<file path="config.mk">
export PLATFORM = sky130hd
export DESIGN_NAME = epml_leaf_unit
export DESIGN_NICKNAME = d
export VERILOG_FILES = /design/src/core/epml_pkg.sv /design/src/core/epml_leaf_unit.sv
export SDC_FILE = /design/constraint.sdc
export NUM_CORES = 1
export LEC_CHECK = 0
export ABC_AREA = 1
export BUFFER_PORTS_ARGS = -buffer_cell sky130_fd_sc_hd__clkbuf_2
export CORE_AREA = 2 2 358 360
export DETAILED_ROUTE_END_ITERATION = 10
export DIE_AREA = 0 0 360 362
export SYNTH_ARGS = -nofsm -noshare
export SYNTH_HDL_FRONTEND = slang
export SYNTH_SLANG_ARGS = --single-unit
</file>
<file path="constraint.sdc">
create_clock -name mclk -period 28 [get_ports mclk]
set_input_delay 2.8 -clock mclk [delete_from_list [all_inputs] [get_ports mclk]]
set_output_delay 2.8 -clock mclk [all_outputs]
set_load 0.005 [all_outputs]
</file>
<file path="src/core/epml_pkg.sv">
// Constants shared by the page metadata leaf unit: leaf codes, page types,
// register map, event bits, record layout and answer codes.
// Assumes 64-bit operands and a 32-bit register port with byte addresses.
package epml_pkg;
  // Leaf selector codes
  localparam logic [31:0] LEAF_VA_ADD = 32'h0000000a;
  localparam logic [31:0] LEAF_INFO_RD = 32'h00000010;
  // Page type encodings (arbitrary values)
  localparam logic [7:0] TYPE_CONTROL = 8'h00;
  localparam logic [7:0] TYPE_THREAD = 8'h01;
  localparam logic [7:0] TYPE_REGULAR = 8'h02;
  localparam logic [7:0] TYPE_VERSION_ARRAY = 8'h03;
  localparam logic [7:0] TYPE_TRIM = 8'h04;
  localparam logic [7:0] TYPE_SHADOW_FIRST = 8'h05;
  localparam logic [7:0] TYPE_SHADOW_REST = 8'h06;
  // Geometry
  localparam int PAGE_BYTES = 4096;
  localparam int WORD_BYTES = 8;
  localparam int PAGE_ALIGN_BITS = 12;
  localparam int REC_ALIGN_BITS = 5;
  localparam logic [63:0] WORD_STEP = 64'h0000000000000008;
  // Register map
  localparam logic [7:0] ADDR_CTRL = 8'h00;
  localparam logic [7:0] ADDR_STATUS = 8'h04;
  localparam logic [7:0] ADDR_CLEAR = 8'h08;
  localparam logic [7:0] ADDR_ENABLE = 8'h0c;
  localparam logic [7:0] ADDR_RESULT = 8'h10;
  localparam int CTRL_INFO_PRESENT = 0;
  localparam int CTRL_GUEST = 1;
  localparam int CTRL_VIRT_EXT = 2;
  localparam logic [2:0] CTRL_RESET = 3'h1;
  localparam int EV_DONE = 0;
  localparam int EV_GP = 1;
  localparam int EV_PF = 2;
  localparam int EV_EXIT = 3;
  // Answer kinds
  localparam logic [1:0] RES_OK = 2'h0;
  localparam logic [1:0] RES_GP = 2'h1;
  localparam logic [1:0] RES_PF = 2'h2;
  localparam logic [1:0] RES_EXIT = 2'h3;
  // Return codes (nonzero values arbitrary)
  localparam logic [63:0] RC_OK = 64'h0;
  localparam logic [63:0] RC_CONFLICT = 64'h7;
  localparam logic [63:0] RC_INVALID = 64'h8;
  localparam logic [63:0] RC_NON_CACHE = 64'h9;
  localparam logic [15:0] GP_ERROR_CODE = 16'h0000;
  localparam logic [15:0] EXIT_REASON_CONFLICT = 16'h0040;
  localparam logic [15:0] EXIT_QUAL_CONFLICT = 16'h0001;
  localparam logic [15:0] EXIT_ERROR = 16'h0000;
  // Info record layout: status word, flags word, context word
  localparam logic [63:0] STS_NON_CACHE = 64'h2;
  localparam logic [63:0] STS_INVALID = 64'h0;
  localparam logic [63:0] STS_VALID = 64'h1;
  localparam int FLG_RWX = 0;
  localparam int FLG_BLOCKED = 3;
  localparam int FLG_PENDING = 4;
  localparam int FLG_MODIFIED = 5;
  localparam int FLG_RESTRICT = 6;
  localparam int FLG_TYPE = 8;
  localparam logic [1:0] REC_ONE_WORD = 2'h0;
  localparam logic [1:0] REC_ALL_WORDS = 2'h2;
endpackage : epml_pkg

</file>
<file path="src/core/epml_leaf_unit.sv">
// Execution unit for the version-array add and page-info read leaves.
// Assumes metadata lookups answer on the same clock, a memory write port
// with ready back-pressure, and software steering through a small register port.
//
// Design decisions made here: the plain strobed port and the address map.
`timescale 1ns/100ps
`default_nettype none
module epml_leaf_unit #(
  parameter int PAGE_WORDS = epml_pkg::PAGE_BYTES / epml_pkg::WORD_BYTES
) (
  input wire logic mclk,
  input wire logic rst,
  input wire logic [7:0] reg_addr,
  input wire logic [31:0] reg_wdata,
  input wire logic reg_wr,
  input wire logic reg_rd,
  output logic [31:0] reg_rdata,
  output logic irq,
  input wire logic cmd_valid,
  output logic cmd_ready,
  input wire logic [31:0] leaf_selector_register,
  input wire logic [63:0] first_operand_register,
  input wire logic [63:0] second_operand_register,
  output logic meta_req,
  output logic [63:0] meta_addr,
  input wire logic meta_ack,
  input wire logic meta_in_cache,
  input wire logic meta_conflict,
  input wire logic meta_valid,
  input wire logic [7:0] meta_type,
  input wire logic meta_blocked,
  input wire logic meta_pending,
  input wire logic meta_modified,
  input wire logic meta_restrict,
  input wire logic [2:0] meta_rwx,
  input wire logic [63:0] meta_phys,
  input wire logic [63:0] meta_context,
  output logic meta_wr,
  output logic [7:0] meta_wr_type,
  output logic [63:0] meta_wr_location,
  output logic [6:0] meta_wr_attr,
  output logic meta_wr_valid,
  output logic page_lock,
  output logic mem_wr_valid,
  input wire logic mem_wr_ready,
  output logic [63:0] mem_wr_addr,
  output logic [63:0] mem_wr_data,
  output logic done,
  output logic [1:0] result,
  output logic [63:0] fault_addr,
  output logic [15:0] err_code,
  output logic [63:0] ret_code,
  output logic flags_upd,
  output logic zf,
  output logic cf,
  output logic [15:0] exit_reason,
  output logic [15:0] exit_qual,
  output logic [15:0] exit_error,
  output logic [63:0] exit_gpa
);
  if (PAGE_WORDS < 2 || PAGE_WORDS > 1024) begin : g_bad_words
    $error("PAGE_WORDS must lie in 2..1024");
  end

  typedef enum logic [2:0] {S_IDLE, S_REQ, S_WAIT, S_ZERO, S_META, S_REC} epml_state_type;

  typedef struct packed {
    epml_state_type st;
    logic info;
    logic [63:0] base;
    logic [63:0] rec;
    logic [9:0] idx;
    logic [1:0] last;
    logic [63:0] waddr;
    logic [63:0] wdata;
    logic [2:0][63:0] wbuf;
    logic done;
    logic [1:0] res;
    logic [63:0] ret;
    logic fupd;
    logic zf;
    logic cf;
    logic [63:0] gpa;
    logic [2:0] ctrl;
    logic [3:0] sts;
    logic [3:0] ena;
    logic [31:0] rdata;
  } epml_regs_type;

  epml_regs_type s_q;
  epml_regs_type s_d;

  function automatic epml_regs_type finish(epml_regs_type s, logic [1:0] r);
    epml_regs_type t;
    t = s;
    t.st = S_IDLE;
    t.done = 1'b1;
    t.res = r;
    return t;
  endfunction : finish

  // -------------------------------------------------------------------
  // Next state
  // -------------------------------------------------------------------
  always_comb begin
    logic [3:0] ev;
    logic [3:0] clr;
    logic [63:0] fl;
    logic child;
    ev = '0;
    clr = '0;
    fl = '0;
    child = 1'b0;
    s_d = s_q;
    s_d.done = 1'b0;
    if (reg_wr && reg_addr == epml_pkg::ADDR_CTRL) begin
      s_d.ctrl = reg_wdata[2:0];
    end
    if (reg_wr && reg_addr == epml_pkg::ADDR_ENABLE) begin
      s_d.ena = reg_wdata[3:0];
    end
    if (reg_wr && reg_addr == epml_pkg::ADDR_CLEAR) begin
      clr = reg_wdata[3:0];
    end
    case (s_q.st)
      S_IDLE: begin
        if (cmd_valid) begin
          s_d.base = second_operand_register;
          s_d.rec = first_operand_register;
          s_d.fupd = 1'b0;
          s_d.zf = 1'b0;
          s_d.cf = 1'b0;
          s_d.ret = epml_pkg::RC_OK;
          if (leaf_selector_register == epml_pkg::LEAF_VA_ADD) begin
            s_d.info = 1'b0;
            if (first_operand_register != 64'(epml_pkg::TYPE_VERSION_ARRAY) ||
                second_operand_register[epml_pkg::PAGE_ALIGN_BITS-1:0] != '0) begin
              s_d = finish(s_d, epml_pkg::RES_GP);
            end else begin
              s_d.st = S_REQ;
            end
          end else if (leaf_selector_register == epml_pkg::LEAF_INFO_RD &&
                       s_q.ctrl[epml_pkg::CTRL_INFO_PRESENT]) begin
            s_d.info = 1'b1;
            s_d.fupd = 1'b1;
            if (first_operand_register[epml_pkg::REC_ALIGN_BITS-1:0] != '0 ||
                second_operand_register[epml_pkg::PAGE_ALIGN_BITS-1:0] != '0) begin
              s_d.fupd = 1'b0;
              s_d = finish(s_d, epml_pkg::RES_GP);
            end else begin
              s_d.st = S_REQ;
            end
          end else begin
            // Unknown or absent leaf is refused like a bad operand
            s_d = finish(s_d, epml_pkg::RES_GP);
          end
        end
      end
      S_REQ: begin
        s_d.st = S_WAIT;
      end
      S_WAIT: begin
        if (meta_ack && !s_q.info) begin
          s_d.gpa = meta_phys;
          if (!meta_in_cache) begin
            s_d = finish(s_d, epml_pkg::RES_PF);
          end else if (meta_conflict) begin
            if (s_q.ctrl[epml_pkg::CTRL_GUEST] && s_q.ctrl[epml_pkg::CTRL_VIRT_EXT]) begin
              s_d = finish(s_d, epml_pkg::RES_EXIT);
            end else begin
              s_d = finish(s_d, epml_pkg::RES_GP);
            end
          end else if (meta_valid) begin
            s_d = finish(s_d, epml_pkg::RES_PF);
          end else begin
            s_d.st = S_ZERO;
            s_d.idx = '0;
            s_d.waddr = s_q.base;
            s_d.wdata = '0;
          end
        end else if (meta_ack) begin
          fl[epml_pkg::FLG_RWX +: 3] = meta_rwx;
          fl[epml_pkg::FLG_BLOCKED] = meta_blocked;
          fl[epml_pkg::FLG_PENDING] = meta_pending;
          fl[epml_pkg::FLG_MODIFIED] = meta_modified;
          fl[epml_pkg::FLG_RESTRICT] = meta_restrict;
          fl[epml_pkg::FLG_TYPE +: 8] = meta_type;
          child = meta_type inside {epml_pkg::TYPE_REGULAR, epml_pkg::TYPE_THREAD,
                                    epml_pkg::TYPE_TRIM, epml_pkg::TYPE_SHADOW_FIRST,
                                    epml_pkg::TYPE_SHADOW_REST, epml_pkg::TYPE_CONTROL};
          s_d.idx = '0;
          s_d.waddr = s_q.rec;
          s_d.st = S_REC;
          s_d.last = epml_pkg::REC_ONE_WORD;
          if (!meta_in_cache) begin
            s_d.wdata = epml_pkg::STS_NON_CACHE;
            s_d.ret = epml_pkg::RC_NON_CACHE;
            s_d.cf = 1'b1;
          end else if (meta_conflict) begin
            s_d.ret = epml_pkg::RC_CONFLICT;
            s_d.zf = 1'b1;
            s_d = finish(s_d, epml_pkg::RES_OK);
          end else if (!meta_valid) begin
            s_d.wdata = epml_pkg::STS_INVALID;
            s_d.ret = epml_pkg::RC_INVALID;
            s_d.cf = 1'b1;
          end else begin
            // valid status, then flags, then context
            s_d.wdata = epml_pkg::STS_VALID;
            s_d.wbuf[1] = fl;
            s_d.wbuf[2] = child ? meta_context : '0;
            s_d.last = epml_pkg::REC_ALL_WORDS;
          end
        end
      end
      S_ZERO: begin
        // stream zero words over the page
        if (mem_wr_ready) begin
          s_d.idx = s_q.idx + 10'h1;
          s_d.waddr = s_q.waddr + epml_pkg::WORD_STEP;
          if (s_q.idx == 10'(PAGE_WORDS - 1)) begin
            s_d.st = S_META;
          end
        end
      end
      S_META: begin
        s_d = finish(s_d, epml_pkg::RES_OK);
      end
      S_REC: begin
        if (mem_wr_ready) begin
          s_d.idx = s_q.idx + 10'h1;
          s_d.waddr = s_q.waddr + epml_pkg::WORD_STEP;
          // Last word: nothing beyond the context word may be indexed
          if (s_q.idx[1:0] == s_q.last) begin
            s_d.wdata = '0;
            s_d = finish(s_d, epml_pkg::RES_OK);
          end else begin
            s_d.wdata = s_q.wbuf[s_q.idx[1:0] + 2'h1];
          end
        end
      end
      default: begin
        s_d.st = S_IDLE;
      end
    endcase
    if (s_d.done) begin
      ev[epml_pkg::EV_DONE] = 1'b1;
      ev[epml_pkg::EV_GP] = s_d.res == epml_pkg::RES_GP;
      ev[epml_pkg::EV_PF] = s_d.res == epml_pkg::RES_PF;
      ev[epml_pkg::EV_EXIT] = s_d.res == epml_pkg::RES_EXIT;
    end
    // A new event wins over a clear in the same cycle
    s_d.sts = (s_q.sts & ~clr) | ev;
    s_d.rdata = '0;
    if (reg_rd) begin
      case (reg_addr)
        epml_pkg::ADDR_CTRL: s_d.rdata = 32'(s_q.ctrl);
        epml_pkg::ADDR_STATUS: s_d.rdata = 32'(s_q.sts);
        epml_pkg::ADDR_ENABLE: s_d.rdata = 32'(s_q.ena);
        epml_pkg::ADDR_RESULT: s_d.rdata = {24'h0, s_q.zf, s_q.cf, s_q.res, 1'b0, s_q.st};
        default: s_d.rdata = '0;
      endcase
    end
  end

  always_ff @(posedge mclk or posedge rst) begin
    if (rst) begin
      s_q <= '0;
      s_q.ctrl <= epml_pkg::CTRL_RESET;
    end else begin
      s_q <= s_d;
    end
  end

  // -------------------------------------------------------------------
  // Outputs
  // -------------------------------------------------------------------
  assign reg_rdata = s_q.rdata;
  assign irq = |(s_q.sts & s_q.ena);
  assign cmd_ready = s_q.st == S_IDLE;
  assign meta_req = s_q.st == S_REQ;
  assign meta_addr = s_q.base;
  // metadata entry for the new version array
  assign meta_wr = s_q.st == S_META;
  assign meta_wr_type = epml_pkg::TYPE_VERSION_ARRAY;
  assign meta_wr_location = '0;
  assign meta_wr_attr = '0;
  assign meta_wr_valid = 1'b1;
  // exclusive hold from lookup to metadata write
  assign page_lock = !s_q.info && s_q.st inside {S_REQ, S_WAIT, S_ZERO, S_META};
  assign mem_wr_valid = s_q.st inside {S_ZERO, S_REC};
  assign mem_wr_addr = s_q.waddr;
  assign mem_wr_data = s_q.wdata;
  assign done = s_q.done;
  assign result = s_q.res;
  assign fault_addr = s_q.base;
  assign err_code = epml_pkg::GP_ERROR_CODE;
  assign ret_code = s_q.ret;
  // flags only reported by the info read
  assign flags_upd = s_q.fupd;
  assign zf = s_q.zf;
  assign cf = s_q.cf;
  assign exit_reason = epml_pkg::EXIT_REASON_CONFLICT;
  assign exit_qual = epml_pkg::EXIT_QUAL_CONFLICT;
  assign exit_error = epml_pkg::EXIT_ERROR;
  assign exit_gpa = s_q.gpa;

  logic add_ack;
  assign add_ack = s_q.st == S_WAIT && meta_ack && !s_q.info;
endmodule : epml_leaf_unit
`default_nettype wire

</file>
**Word-level counts from Yosys, hierarchy flattened**

Cells that the tools add are included.

- Bits of input ports: 353
- Bits in registers: 577
- Logic and storage cells: 165

- Muxes and demuxes: 57
- Equal/unequal tests: 38
- Order comparisons: 1
- Add/sub/neg operators: 3
- Bitwise logic cells: 10
- Reductions and logical operators: 35

Operators with widths:

| operator | count |
|---|---|
| 641-bit 2-to-1 mux | 6 |
| 433-bit one-hot mux with 4 select lines | 1 |
| 639-bit 2-to-1 mux | 2 |
| 177-bit 2-to-1 mux | 4 |
| 64-bit 2-to-1 mux | 8 |
| 208-bit 2-to-1 mux | 2 |
| 129-bit one-hot mux with 3 select lines | 1 |
| 128-bit 2-to-1 mux | 2 |
| 64-bit one-hot mux with 4 select lines | 1 |
| 195-bit 2-to-1 mux | 1 |
| 192-bit 2-to-1 mux | 1 |
| 176-bit 2-to-1 mux | 1 |
| 142-bit 2-to-1 mux | 1 |
| 64-bit binary-select mux with 2-bit select | 1 |
| 64-bit by 4-bit adder with 64-bit output, second input constant | 1 |
| 64-bit by 2-bit != test with 1-bit output, second input constant | 1 |
| 10-bit one-hot mux with 4 select lines | 1 |
| 32-bit by 4-bit == test with 1-bit output, second input constant | 1 |
| 32-bit by 5-bit == test with 1-bit output, second input constant | 1 |
| 8-bit by 3-bit == test with 1-bit output, second input constant | 4 |
| 8-bit one-hot mux with 4 select lines | 1 |
| 8-bit AND reduction | 3 |
| 10-bit 2-to-1 mux | 2 |
| 5-bit AND reduction | 4 |
| other kinds (44) | 93 |

**Depth between registers and ports, before layout**

Gate-level depths: netlist of the first run.

- Depth in word-level cells: 12
- Depth in mapped cells: 16

**Least setup slack after synthesis of the first run**

OpenSTA, ideal clock, no wires.

- Path type: input port to flip-flop
- Start: in reg_addr[7]
- End: reg s_q[41] (netlist bit)
- Required time: 27.874 ns
- Cell stages on the path: 9
- Arrival time: 3.936 ns
- Path buffers: 0
- Path slack: 23.938 ns
- Cell sequence: nor2_1 inv_1 or2_2 nor2_1 nand3_1 nor2_1 nand2_1 nand2_1 o21ai_0

- Word-level cells in the longest chain between the ends: 8

Ends and longest elaborated chain:

| what | RTL line | source |
|---|---|---|
| from (decl) | epml_leaf_unit.sv:13 | `input wire logic [7:0] reg_addr,` |
| 8-bit logical NOT * | epml_leaf_unit.sv:116 | `if (reg_wr && reg_addr == epml_pkg::ADDR_CTRL) begin` |
| 1-bit logical AND * | epml_leaf_unit.sv:116 |  |
| 3-bit 2-to-1 mux * | epml_leaf_unit.sv:116 |  |
| 177-bit 2-to-1 mux (tied with other cells) | epml_leaf_unit.sv:173 | `end else if (meta_valid) begin` |
| 641-bit 2-to-1 mux or 639-bit 2-to-1 mux (tied branches) | epml_leaf_unit.sv:167, epml_leaf_unit.sv:142 |  |
| 641-bit 2-to-1 mux or 639-bit 2-to-1 mux (tied branches) | epml_leaf_unit.sv:165, epml_leaf_unit.sv:134 |  |
| 641-bit 2-to-1 mux, on equally long branches | epml_leaf_unit.sv:163, epml_leaf_unit.sv:127 |  |
| 433-bit one-hot mux with 4 select lines * | epml_leaf_unit.sv:125 | `case (s_q.st)` |
| to (decl) | epml_leaf_unit.sv:90 | `epml_regs_type s_q;` |

Every way passes the cells marked *; elsewhere a longest branch is shown, timed or not. The select of a mux whose other input is x is not followed.
A chain may end at the register's enable or synchronous reset.

**Worst setup path after layout of the first run**

- Start: in meta_ack
- End: reg s_q (netlist bit mem_wr_addr[13])

- Word-level cells in the longest chain between the ends: 3

Ends and longest elaborated chain:

| what | RTL line | source |
|---|---|---|
| from (decl) | epml_leaf_unit.sv:26 | `input wire logic meta_ack,` |
| 1-bit logical AND | epml_leaf_unit.sv:163 | `if (meta_ack && !s_q.info) begin` |
| 3-bit != test (no line) or 641-bit 2-to-1 mux (tied branches) | - |  |
| 8-bit AND reduction (no line) or 64-bit one-hot mux with 4 select lines (tied branches) | - |  |

Parallel ways exist; a longest one is shown, timed or not.

==> results of run 1 <==
[layout by cell type, fill, tap and decap left out, drive strengths merged, types with 4 or more instances in the layout]
| cell | n |
|---|---|
| xnor2 | 5 |
| nand2 | 752 |
| a22oi | 49 |
| buf | 25 |
| o22ai | 44 |
| clkinv | 20 |
| o21ai | 275 |
| nor2 | 236 |
| diode | 5 |
| a31oi | 4 |
| xor2 | 6 |
| nand3b | 4 |
| nand4 | 37 |
| nand3 | 218 |
| nor3b | 4 |
| bufinv | 9 |
| nor3 | 42 |
| dfrtp | 441 |
| a221oi | 5 |
| or2 | 12 |
| a21oi | 69 |
| conb | 228 |
| a22o | 10 |
| clkbuf | 737 |
| inv | 293 |
| nor4 | 5 |
[critical path: stages]
cell,delay [ps]
sky130_fd_sc_hd__clkbuf_2,150
sky130_fd_sc_hd__inv_1,160
sky130_fd_sc_hd__nor2_4,30
sky130_fd_sc_hd__buf_4,310
sky130_fd_sc_hd__inv_2,210
sky130_fd_sc_hd__nor2_2,90
sky130_fd_sc_hd__inv_2,870
sky130_fd_sc_hd__nor2_1,150
sky130_fd_sc_hd__nor2_1,230
sky130_fd_sc_hd__nand2_4,70
sky130_fd_sc_hd__inv_2,230
sky130_fd_sc_hd__buf_4,600
sky130_fd_sc_hd__nand2_1,140
sky130_fd_sc_hd__o21ai_1,160
sky130_fd_sc_hd__a22oi_1,80
[cell families after synthesis]
group           after synthesis  share of synthesized area [%]
simple gates               1316                           21.8
buf+inv                     975                           23.2
compound gates              472                           10.6
flops                       442                           43.8
xor+xnor                     11                          0.382
fa+ha+maj                     2                         0.0991
other cells                   2                         0.0298
mux                           1                         0.0446
[power breakdown]
| group | internal [mW] | total [mW] | switching [mW] |
|---|---|---|---|
| logic | 0.160 | 0.413 | 0.252 |
| clock network | 0.474 | 0.795 | 0.321 |
| registers | 0.748 | 0.872 | 0.124 |
| total | 1.38 | 2.08 | 0.697 |
[cells in the mapped netlist (4+ instances only)]
library cell | count | share of area, %
sky130_fd_sc_hd__nand2_1 | 748 | 11
sky130_fd_sc_hd__buf_4 | 566 | 17
sky130_fd_sc_hd__dfrtp_1 | 441 | 44
sky130_fd_sc_hd__inv_1 | 275 | 4.1
sky130_fd_sc_hd__o21ai_0 | 258 | 5.1
sky130_fd_sc_hd__nor2_1 | 228 | 3.4
sky130_fd_sc_hd__nand3_1 | 217 | 4.3
sky130_fd_sc_hd__clkbuf_1 | 71 | 1.1
sky130_fd_sc_hd__a21oi_1 | 69 | 1.4
sky130_fd_sc_hd__a22oi_1 | 49 | 1.5
sky130_fd_sc_hd__o22ai_1 | 43 | 1.1
sky130_fd_sc_hd__buf_2 | 41 | 0.81
sky130_fd_sc_hd__nor3_1 | 38 | 0.75
sky130_fd_sc_hd__nand4_1 | 37 | 0.92
sky130_fd_sc_hd__o21ai_1 | 17 | 0.34
sky130_fd_sc_hd__inv_2 | 13 | 0.19
sky130_fd_sc_hd__or2_2 | 12 | 0.30
sky130_fd_sc_hd__a22o_1 | 10 | 0.35
sky130_fd_sc_hd__nor2_2 | 7 | 0.17
sky130_fd_sc_hd__xor2_1 | 6 | 0.21
sky130_fd_sc_hd__a221oi_1 | 5 | 0.17
sky130_fd_sc_hd__nor4_1 | 5 | 0.12
sky130_fd_sc_hd__xnor2_1 | 5 | 0.17
sky130_fd_sc_hd__a31oi_1 | 4 | 0.099
sky130_fd_sc_hd__buf_1 | 4 | 0.059
sky130_fd_sc_hd__nand3b_1 | 4 | 0.12
sky130_fd_sc_hd__nor3_2 | 4 | 0.16
sky130_fd_sc_hd__nor3b_1 | 4 | 0.12
[layer usage]
metal,vias up,routed length [um],global-route usage (%),share of wire (%)
met5,-,76,0,0.075
met4,12,3360,5.42,3.3
met3,151,11000,5.80,11
met2,1007,43700,21.9,43
met1,10542,42700,19.2,42
li1,10148,-,-,-
[registers in the layout, summed over array words and instances, names as in the netlist, 2 cells and up]
| name | count |
|---|---|
| fault_addr | 64 |
| reg_rdata | 8 |
| exit_gpa | 64 |
| mem_wr_addr | 64 |
| ret_code | 3 |
| mem_wr_data | 64 |
| s_q | 169 |
| result | 2 |
[cell type report]
cell class                      instances  area (um^2)
Fill cell                           14149        97700
Sequential cell                       442        11100
Multi-Input combinational cell       2030         9200
Timing Repair Buffer                  693         3540
Tap cell                             1662         2080
Clock buffer                           69         1530
Inverter                              290         1100
Clock inverter                         35          478
Antenna cell                            5         12.5
[through the flow]
step,util [%],cells
5_1_grt,22.9,5222
6_report,22.9,5226
3_5_place_dp,21.3,5117
3_3_place_gp,21.3,5117
2_1_floorplan,-,3447
4_1_cts,22.9,5221
[worst paths after layout]
check | startpoint | endpoint | cells past startpoint
setup / recovery | meta_ack | mem_wr_addr[13] | 15
min in group asynchronous | rst | mem_wr_data[47] | 2
max in group asynchronous | rst | exit_gpa[60] | 4
hold reg to reg | exit_gpa[16] | exit_gpa[16] | 2
hold / removal | exit_gpa[16] | exit_gpa[16] | 2
setup reg to reg | s_q[637] | mem_wr_addr[13] | 13
==> parameters.txt, run 1 <==
Parameter                              Value

Outcome
  Outcome    finished, final reports clean

Job
  Max-cap check violation count    0

Worst setup path
  CP required    ~29000 ps
  Category of the critical setup timing path    primary input to register
  Crit start category    primary input
  Register-to-register path setup slack    roughly 24000 ps
  Endpoint kind of the worst setup timing path    register
  Largest fanout of any net on the critical path    between 60 and 70
  Arrival time worst endpoint    6370 ps

STA
  Final hold violation count    0
  Worst slack on hold paths    ~470 ps
  Minimum setup slack in the final design    about 22000 ps
  Post-Route Setup TNS    0 ps
  Post-route fraction of the period consumed by the critical path    a little over a fifth
  Max-slew violations    0
  Actual transition at the worst max-transition pin    approximately 1200 ps
  Clock Skews    49.4 ps
  Clock period minus worst slack    5870 ps
  Final-report setup violation count    0
  Unrepaired setup endpoints after global routing    no
  Relative slew slack    18.4%
  Maximum clock rate    170 MHz

Clock tree
  CTS H-tree lvls    2
  Count of cells resized by post-cts repair    0
  Clock buffer count from CTS    55
  Post-CTS Setup Repair Bufs    0
  Maximum clock insertion buffer count    3
  Clock tree from TritonCTS    yes
  CTS Root Buffer Type    sky130_fd_sc_hd__clkbuf_16
  Clock slew at the register clock pins of the worst setup and hold paths    roughly 60 ps
  CTS sink cnt    442
  Worst-Skew Late Latency    approximately 670 ps
  Count of hold buffers inserted by post-cts repair    0

Floorplanning
  Site Rows    roughly 130
  Area enclosed by the die boundary    130000 um^2
  Height of the die    362 um
  Die width    between 300 and 400 um
  Ports    between 900 and 1k
  Initial Util    19.9%
  Placeable core region    ~130000 um^2

Detailed routing
  Routed wirelength normalized by instance count    roughly 19 um
  Count of routing violations after the opening detailed-route iteration    2245
  Number of vias per cell    4.18
  Total wire length after detailed routing    101000 um
  Number of nets with antenna violations after detailed routing    0
  Number of detailed-routing iterations run before antenna repair    6
  Residual DRC count    0
  DR vias    21.9k

Synthesis
  Post-synth EDFFs    0
  Post-Syn Instances    roughly 3.2k
  Count of different cell masters after synthesis    54
  Share of the yosys chip area belonging to registers    between 40% and 50%
  Async SR Flop Fraction    100%
  Mapped Area    between 20000 and 30000 um^2
  Flops & latches, synth    around 440
  Syn Area/Cell    ~7.8 um^2
  Syn. warnings    0
  Post-synth top flop    sky130_fd_sc_hd__dfrtp_1

Cells and area
  Synth-to-Final Area Change    14.9%
  Fin nets    slightly below 4k
  Share of layout cells above drive strength 1    23.8%
  Final cell area excluding filler cells    ~29000 um^2

Place
  HPWL reported at the end of detailed placement    77000 um
  Post-DP Area    between 20000 and 30000 um^2
  Worst setup timing slack at the placement stage    between 20000 and 25000 ps
  Port Buffers    around 670
  Gp weighted congestion    0.922

Global routing
  Largest net degree at the start of global routing    145
  Number of antenna violations at the first check in global routing    21
  First-pass GRT wire length    between 100000 and 150000 um
  Number of global-route vias before repair    20.4k
  Global-route congestion overflow total    0
  GRT Util Overall    14.7%

Power and ir drop
  Sum of internal, switching and leakage power    between 2 and 2.5 mW
  Maximum vdd ir drop    ~0.043 mV
  Power density over cell area    between 70 and 80 nW/um^2
  Static leakage    between 10 and 15 nW

Min path
  Hold WC Path Type    register to register
Power figures use the tool's default switching activity.
==> run 2: changes to the inputs <==
- clock period: 28 -> 5.3 ns (I/O delays scaled with it)
==> parameters.txt, run 2 (same netlist as run 1, synthesis figures left out) <==
Parameter                              Value

STA
  Post-route fraction of the period consumed by the critical path    roughly three fifths
  Max-slew violations    0 (unchanged)
  Actual transition at the worst max-transition pin    1090 ps (-135 ps)
  Worst slack on hold paths    73.2 ps (-395 ps)
  Relative slew slack    26.9% (+8.4 points)
  Final-report setup violation count    0 (unchanged)
  Minimum setup slack in the final design    2050 ps (-20080 ps)
  Clock period minus worst slack    between 3000 and 4000 ps
  Clock Skews    38.0 ps (-11.4 ps)
  Unrepaired setup endpoints after global routing    no
  Maximum clock rate    between 300 and 400 MHz
  Final hold violation count    0 (unchanged)

Cells and area
  Most common cell after layout, fill and taps aside    sky130_fd_sc_hd__nand2_1
  Flip-flop count of the largest register, all copies and words added    169 (unchanged)
  Fin nets    3877 (+0.26%)
  Largest register by flop count    s_q
  Share of layout cells above drive strength 1    23.7% (-0.14 points)
  Final cell area excluding filler cells    29100 um^2 (+0.44%)
  Leading cell types in the layout, fill and taps excluded    sky130_fd_sc_hd__nand2_1, sky130_fd_sc_hd__clkbuf_2, sky130_fd_sc_hd__dfrtp_1, sky130_fd_sc_hd__inv_1, sky130_fd_sc_hd__o21ai_0
  Utilization after layout    23.0% (+0.10 points)
  Synth-to-Final Area Change    15.5%

Power and ir drop
  Static leakage    14.9 nW (+0.23%)
  Maximum vdd ir drop    0.229 mV (+440%)
  Power density over cell area    374 nW/um^2 (+420%)

Worst setup path
  CP required    5890 ps (-22610 ps)
  CP endpoint    s_q[37]
  Crit path from    s_q[638]
  Path depth of the worst reg2reg path    11 (-2)
  Crit path cell chain    nor2_1 > inv_1 > nor2_2 > nand2_4 > inv_6 > nand2_1 > nor2_1 > nor2_1 > nor2_1 > nand3_1 > nand2_1
  Register-to-register path setup slack    2050 ps (-22000 ps)
  Cell repeated most along the worst path    sky130_fd_sc_hd__nor2_1
  Largest stage delay, worst path    860 ps (about the same)
  Slowest cell on crit path    sky130_fd_sc_hd__inv_6
  Launch instance of the worst register-to-register path    s_q[638]
  Category of the critical setup timing path    register to register
  Endpoint kind of the worst setup timing path    register
  Crit start category    register
  Arrival time worst endpoint    3840 ps (-2530 ps)
  Worst R2R End    s_q[37]
  Largest fanout of any net on the critical path    116 (+78%)

Clock tree
  Clock buffer count from CTS    56 (+1.8%)
  Worst-Skew Late Latency    660 ps (about the same)
  Maximum clock insertion buffer count    3 (unchanged)
  Post-CTS Setup Repair Bufs    0 (unchanged)
  Clock tree from TritonCTS    yes
  CTS sink cnt    442 (unchanged)
  Clock slew at the register clock pins of the worst setup and hold paths    60 ps (about the same)
  CTS Root Buffer Type    sky130_fd_sc_hd__clkbuf_16
  CTS H-tree lvls    2 (unchanged)

Detailed routing
  Number of detailed-routing iterations run before antenna repair    6 (unchanged)
  Routed wirelength normalized by instance count    19.4 um (+0.69%)
  Residual DRC count    0 (unchanged)
  DR vias    21.8k (-0.43%)
  Number of nets with antenna violations after detailed routing    0 (unchanged)
  Number of vias per cell    4.16 (-0.57%)
  Count of routing violations after the opening detailed-route iteration    2111 (-6.0%)
  Total wire length after detailed routing    102000 um (+0.82%)

Floorplanning
  Die width    360 um (unchanged)
  Initial Util    19.9% (unchanged)
  Height of the die    362 um (unchanged)
  Site Rows    131 (unchanged)
  Area enclosed by the die boundary    130000 um^2 (unchanged)
  Placeable core region    127000 um^2 (unchanged)
  Ports    925 (unchanged)

Place
  HPWL reported at the end of detailed placement    78100 um (+1.4%)
  Worst setup timing slack at the placement stage    2020 ps (-19400 ps)
  Gp weighted congestion    0.912 (-1.2%)
  Port Buffers    668 (unchanged)
  Post-DP Area    27100 um^2 (+0.32%)

Min path
  Hold WC Path Type    primary input to register
  Startpoint of the lowest-slack hold path    second_operand_register[42]

Outcome
  Outcome    finished, final reports clean

Global routing
  Global-route congestion overflow total    0 (unchanged)
  GRT Util Overall    15.0% (+0.21 points)
  Number of global-route vias before repair    20.4k (+0.22%)
  First-pass GRT wire length    143000 um (+1.3%)
  Largest net degree at the start of global routing    118 (-19%)
  Number of antenna violations at the first check in global routing    12 (-43%)

Job
  Max-cap check violation count    0 (unchanged)
[run 2: changes by cell type in the layout (fill, tap and decap cells not counted), sizes merged]
cell         previous run  this run
buf                    25        27
bufinv                  9         5
clkbuf                737       749
clkinv                 20        11
clkinvlp                3         4
diode                   5         4
dlygate4sd3             0         7
inv                   293       292
[run 2: where the power goes]
part	switching [mW]	internal, mW	leakage (nW)
sequential	0.645	3.95	5.42
combinational	1.33	0.861	8.47
clock	1.68	2.43	0.965
total	3.65	7.24	14.9
[run 2: timing repair]
action | CTS | global route
endpoints found under the hold margin | 7 | 0
resized for setup | 0 | 0
hold buffers | 7 | 0
[run 2: through the flow]
| stage | TNS, ps | power [mW] | instances |
|---|---|---|---|
| floorplan | -530260 | 6.28 | 3447 |
| global placement | 0 | 6.81 | 5119 |
| detailed placement | 0 | 6.85 | 5119 |
| CTS | 0 | 11.0 | 5229 |
| global route | 0 | 11.5 | 5229 |
| finish | 0 | 10.9 | 5233 |
[run 2: how the worst min path moves through the flow]
stage | cells after the start | end | slack (ps)
CTS | 3 | s_q[315] | 10
global placement | 2 | exit_gpa[49] | 450
global route | 3 | fault_addr[23] | 50
detailed placement | 2 | exit_gpa[25] | 460
floorplan | 2 | exit_gpa[0] | 440
finish | 3 | fault_addr[42] | 70
[run 2: worst max-delay path, delay by kind of cell, from the launching register on]
kind          cells  cell delay (ps)
simple gates      9             1780
buf+inv           2              940
flops             1              430
[run 2: layout make-up]
cell class / instances / area, um^2
Sequential cell: 442 / 11100
Multi-Input combinational cell: 2030 / 9200
Timing Repair Buffer: 702 / 3700
Inverter: 290 / 1100
Clock inverter: 22 / 328
Tap cell: 1662 / 2080
Fill cell: 14165 / 97600
Clock buffer: 81 / 1660
Antenna cell: 4 / 10.0
[run 2: metal layers]
layer | up-vias | global-route usage [%] | share of wire (%)
met2 | 1013 | 23.0 | 45
met3 | 144 | 4.58 | 9.7
met4 | 10 | 4.46 | 2.7
li1 | 10163 | - | -
met1 | 10435 | 20.0 | 43
met5 | - | 0 | 0.064
==> run 3: changes to the inputs <==
- ABC_AREA: 1 -> 0
- CORE_AREA: 2 2 358 360 -> 2 2 355 357
- DIE_AREA: 0 0 360 362 -> 0 0 357 359
- clock period: 5.3 -> 3.3 ns (I/O delays scaled with it)
==> parameters.txt, run 3 <==
Parameter                              Value

Outcome
  Outcome    finished, final reports clean

Detailed routing
  Total wire length after detailed routing    101000 um (-1.0%)
  DR vias    20.9k (-4.1%)
  Count of routing violations after the opening detailed-route iteration    1956 (-7.3%)
  Number of detailed-routing iterations run before antenna repair    7 (+1)
  Number of nets with antenna violations after detailed routing    0 (unchanged)
  Routed wirelength normalized by instance count    20.4 um (+5.2%)
  Residual DRC count    0 (unchanged)
  Number of vias per cell    4.24 (+1.9%)

STA
  Unrepaired setup endpoints after global routing    no
  Actual transition at the worst max-transition pin    946 ps (-142 ps)
  Maximum clock rate    337 MHz
  Clock period minus worst slack    about 3000 ps
  Final-report setup violation count    0 (unchanged)
  Clock Skews    76.5 ps (+38.6 ps)
  Final hold violation count    0 (unchanged)
  Post-route fraction of the period consumed by the critical path    90.0%
  Relative slew slack    36.4% (+9.5 points)
  Worst slack on hold paths    87.5 ps (+14.2 ps)
  Post-Route Setup TNS    0 ps (unchanged)
  Max-slew violations    0 (unchanged)

Synthesis
  Share of the yosys chip area belonging to registers    46.0% (+2.2 points)
  Post-synth top flop    sky130_fd_sc_hd__dfrtp_1
  Synth top cells by count    sky130_fd_sc_hd__nand2_1, sky130_fd_sc_hd__buf_4, sky130_fd_sc_hd__dfrtp_1
  Proportion of netlist area held by the largest area contributor    45.9% (+2.2 points)
  Syn Area/Cell    9.13 um^2 (+16%)
  Syn. warnings    0 (unchanged)
  Count of different cell masters after synthesis    74 (+37%)
  Post-synth EDFFs    0 (unchanged)
  Flops & latches, synth    442 (unchanged)
  Ranking of synthesized cells by area    sky130_fd_sc_hd__dfrtp_1, sky130_fd_sc_hd__buf_4, sky130_fd_sc_hd__nand2_1
  Mapped Area    24000 um^2 (-4.8%)
  Most frequent cell after synthesis    sky130_fd_sc_hd__nand2_1
  Async SR Flop Fraction    100% (unchanged)
  Cell type with the highest aggregate area in the netlist    sky130_fd_sc_hd__dfrtp_1
  Post-Syn Instances    2633 (-18%)

Place
  Port Buffers    668 (unchanged)
  Gp weighted congestion    0.922 (+1.1%)
  HPWL reported at the end of detailed placement    76600 um (-1.9%)

Cells and area
  Flip-flop count of the largest register, all copies and words added    169 (unchanged)
  Leading cell types in the layout, fill and taps excluded    sky130_fd_sc_hd__clkbuf_2, sky130_fd_sc_hd__nand2_1, sky130_fd_sc_hd__dfrtp_1, sky130_fd_sc_hd__dlygate4sd3_1, sky130_fd_sc_hd__conb_1
  Share of layout cells above drive strength 1    27.4% (+3.7 points)
  Synth-to-Final Area Change    29.5%
  Largest register by flop count    s_q
  Most common cell after layout, fill and taps aside    sky130_fd_sc_hd__clkbuf_2
  Fin nets    3576 (-7.8%)

Worst setup path
  Endpoint kind of the worst setup timing path    output pin
  Largest stage delay, worst path    570 ps (-290 ps)
  Path depth of the worst reg2reg path    7 (-4)
  Arrival time worst endpoint    2640 ps (-1200 ps)
  Crit path cell chain    nor2b_1 > buf_4 > o21a_4 > buf_4 > clkbuf_2
  Cell repeated most along the worst path    sky130_fd_sc_hd__buf_4
  CP required    2970 ps (-2920 ps)
  Largest fanout of any net on the critical path    24 (-79%)
  Slowest cell on crit path    sky130_fd_sc_hd__dfrtp_1
  Crit start category    register
  Category of the critical setup timing path    register to output pin

Global routing
  Largest net degree at the start of global routing    97 (-18%)
  Number of antenna violations at the first check in global routing    9 (-3)
  First-pass GRT wire length    142000 um (-1.1%)
  Global-route congestion overflow total    0 (unchanged)
  Grt peak-use layer    met2
  Number of global-route vias before repair    19.8k (-2.9%)
  Met2 track demand over resource in global routing    21.8% (-1.3 points)
  Met3 demand-to-capacity share in global routing    4.42% (-0.17 points)
  Met1 layer usage reported by global route    21.2% (+1.2 points)
  GRT Util Overall    15.0% (+0.063 points)

Min path
  Cell depth of the worst min-delay path    3 (unchanged)
  Hold WC Path Type    primary input to register

Clock tree
  Clock tree from TritonCTS    yes
  Clock slew at the register clock pins of the worst setup and hold paths    60 ps (about the same)
  CTS Root Buffer Type    sky130_fd_sc_hd__clkbuf_16
  Worst-Skew Late Latency    690 ps (+30 ps)
  CTS H-tree lvls    2 (unchanged)
  Post-CTS Setup Repair Bufs    0 (unchanged)
  CTS sink cnt    442 (unchanged)
  Clock buffer count from CTS    54 (-3.6%)
  Maximum clock insertion buffer count    3 (unchanged)

Floorplanning
  Initial Util    19.3% (-0.63 points)
  Placeable core region    125000 um^2 (-1.7%)
  Height of the die    359 um (-0.83%)
  Area enclosed by the die boundary    128000 um^2 (-1.7%)
  Die width    357 um (-0.83%)
  Ports    925 (unchanged)
  Site Rows    130 (-0.76%)

Power and ir drop
  Power density over cell area    489 nW/um^2 (+31%)
  Static leakage    15.5 nW (+4.1%)
  Maximum vdd ir drop    0.464 mV (+100%)

Job
  Max-cap check violation count    0 (unchanged)
[run 3: per-layer routing]
layer / vias to the layer above / part of all wire (%)
li1: 9465 / -
met5: - / 0.044
met1: 10305 / 45
met3: 132 / 9.1
met4: 6 / 3.0
met2: 958 / 43
[run 3: final cells by class]
class	count	area (um^2)
Multi-Input combinational cell	1692	8990
Clock inverter	35	552
Sequential cell	442	11100
Inverter	18	71.3
Clock buffer	67	1490
Fill cell	13468	93500
Timing Repair Buffer	1013	6860
Antenna cell	6	15.0
Tap cell	1650	2060
[run 3: stage by stage]
step	instances	cell area, um^2	utilization (%)	total power, mW	worst slack (ps)
final	4923	31100	25.0	15.2	330
after global routing	4920	31100	25.0	15.9	159
after CTS	4917	31100	24.9	15.4	6.64
after detailed placement	4540	26300	21.1	8.21	554
after global placement	4540	26300	21.1	8.18	586
after floorplan	2859	24900	-	7.83	-3000
[run 3: final timing paths]
path                       slack (ps)      startpoint         endpoint
max in group asynchronous        1860             rst  mem_wr_data[14]
hold reg to reg                   460     exit_gpa[1]      exit_gpa[1]
hold / removal                     90   meta_phys[51]     exit_gpa[51]
setup / recovery                  330        s_q[640]     mem_wr_valid
min in group asynchronous         270             rst      exit_gpa[0]
setup reg to reg                  450  mem_wr_addr[3]  mem_wr_addr[39]
[run 3: cells by family (layout without fill, tap and decap cells)]
group / Yosys count / after routing / share of synthesized area, %
buf+inv: 725 / 1133 / 20.3
xor+xnor: 1 / 1 / 0.0365
fa+ha+maj: 2 / 2 / 0.104
mux: 31 / 31 / 1.42
other cells: 2 / 234 / 0.0313
flops: 442 / 442 / 46.0
simple gates: 967 / 967 / 18.1
compound gates: 463 / 463 / 14.0
[run 3: what timing repair did]
action | in CTS | in global routing
resized for setup | 0 | 1
endpoints found under the setup margin | 0 | 1
endpoints found under the hold margin | 325 | 0
hold buffers | 275 | 0
[run 3: critical path: cells and delay by family, from the launching register on]
| family | cells | cell delay (ps) |
|---|---|---|
| and+or+nand+nor | 1 | 350 |
| AOI/OAI and AO/OA | 1 | 370 |
| buffers and inverters | 3 | 650 |
| DFF | 1 | 570 |
[run 3: power by group]
part | leakage (nW) | internal [mW] | switching (mW)
Combinational | 8.66 | 0.915 | 1.13
Clock | 1.00 | 4.11 | 2.69
Sequential | 5.80 | 5.92 | 0.449
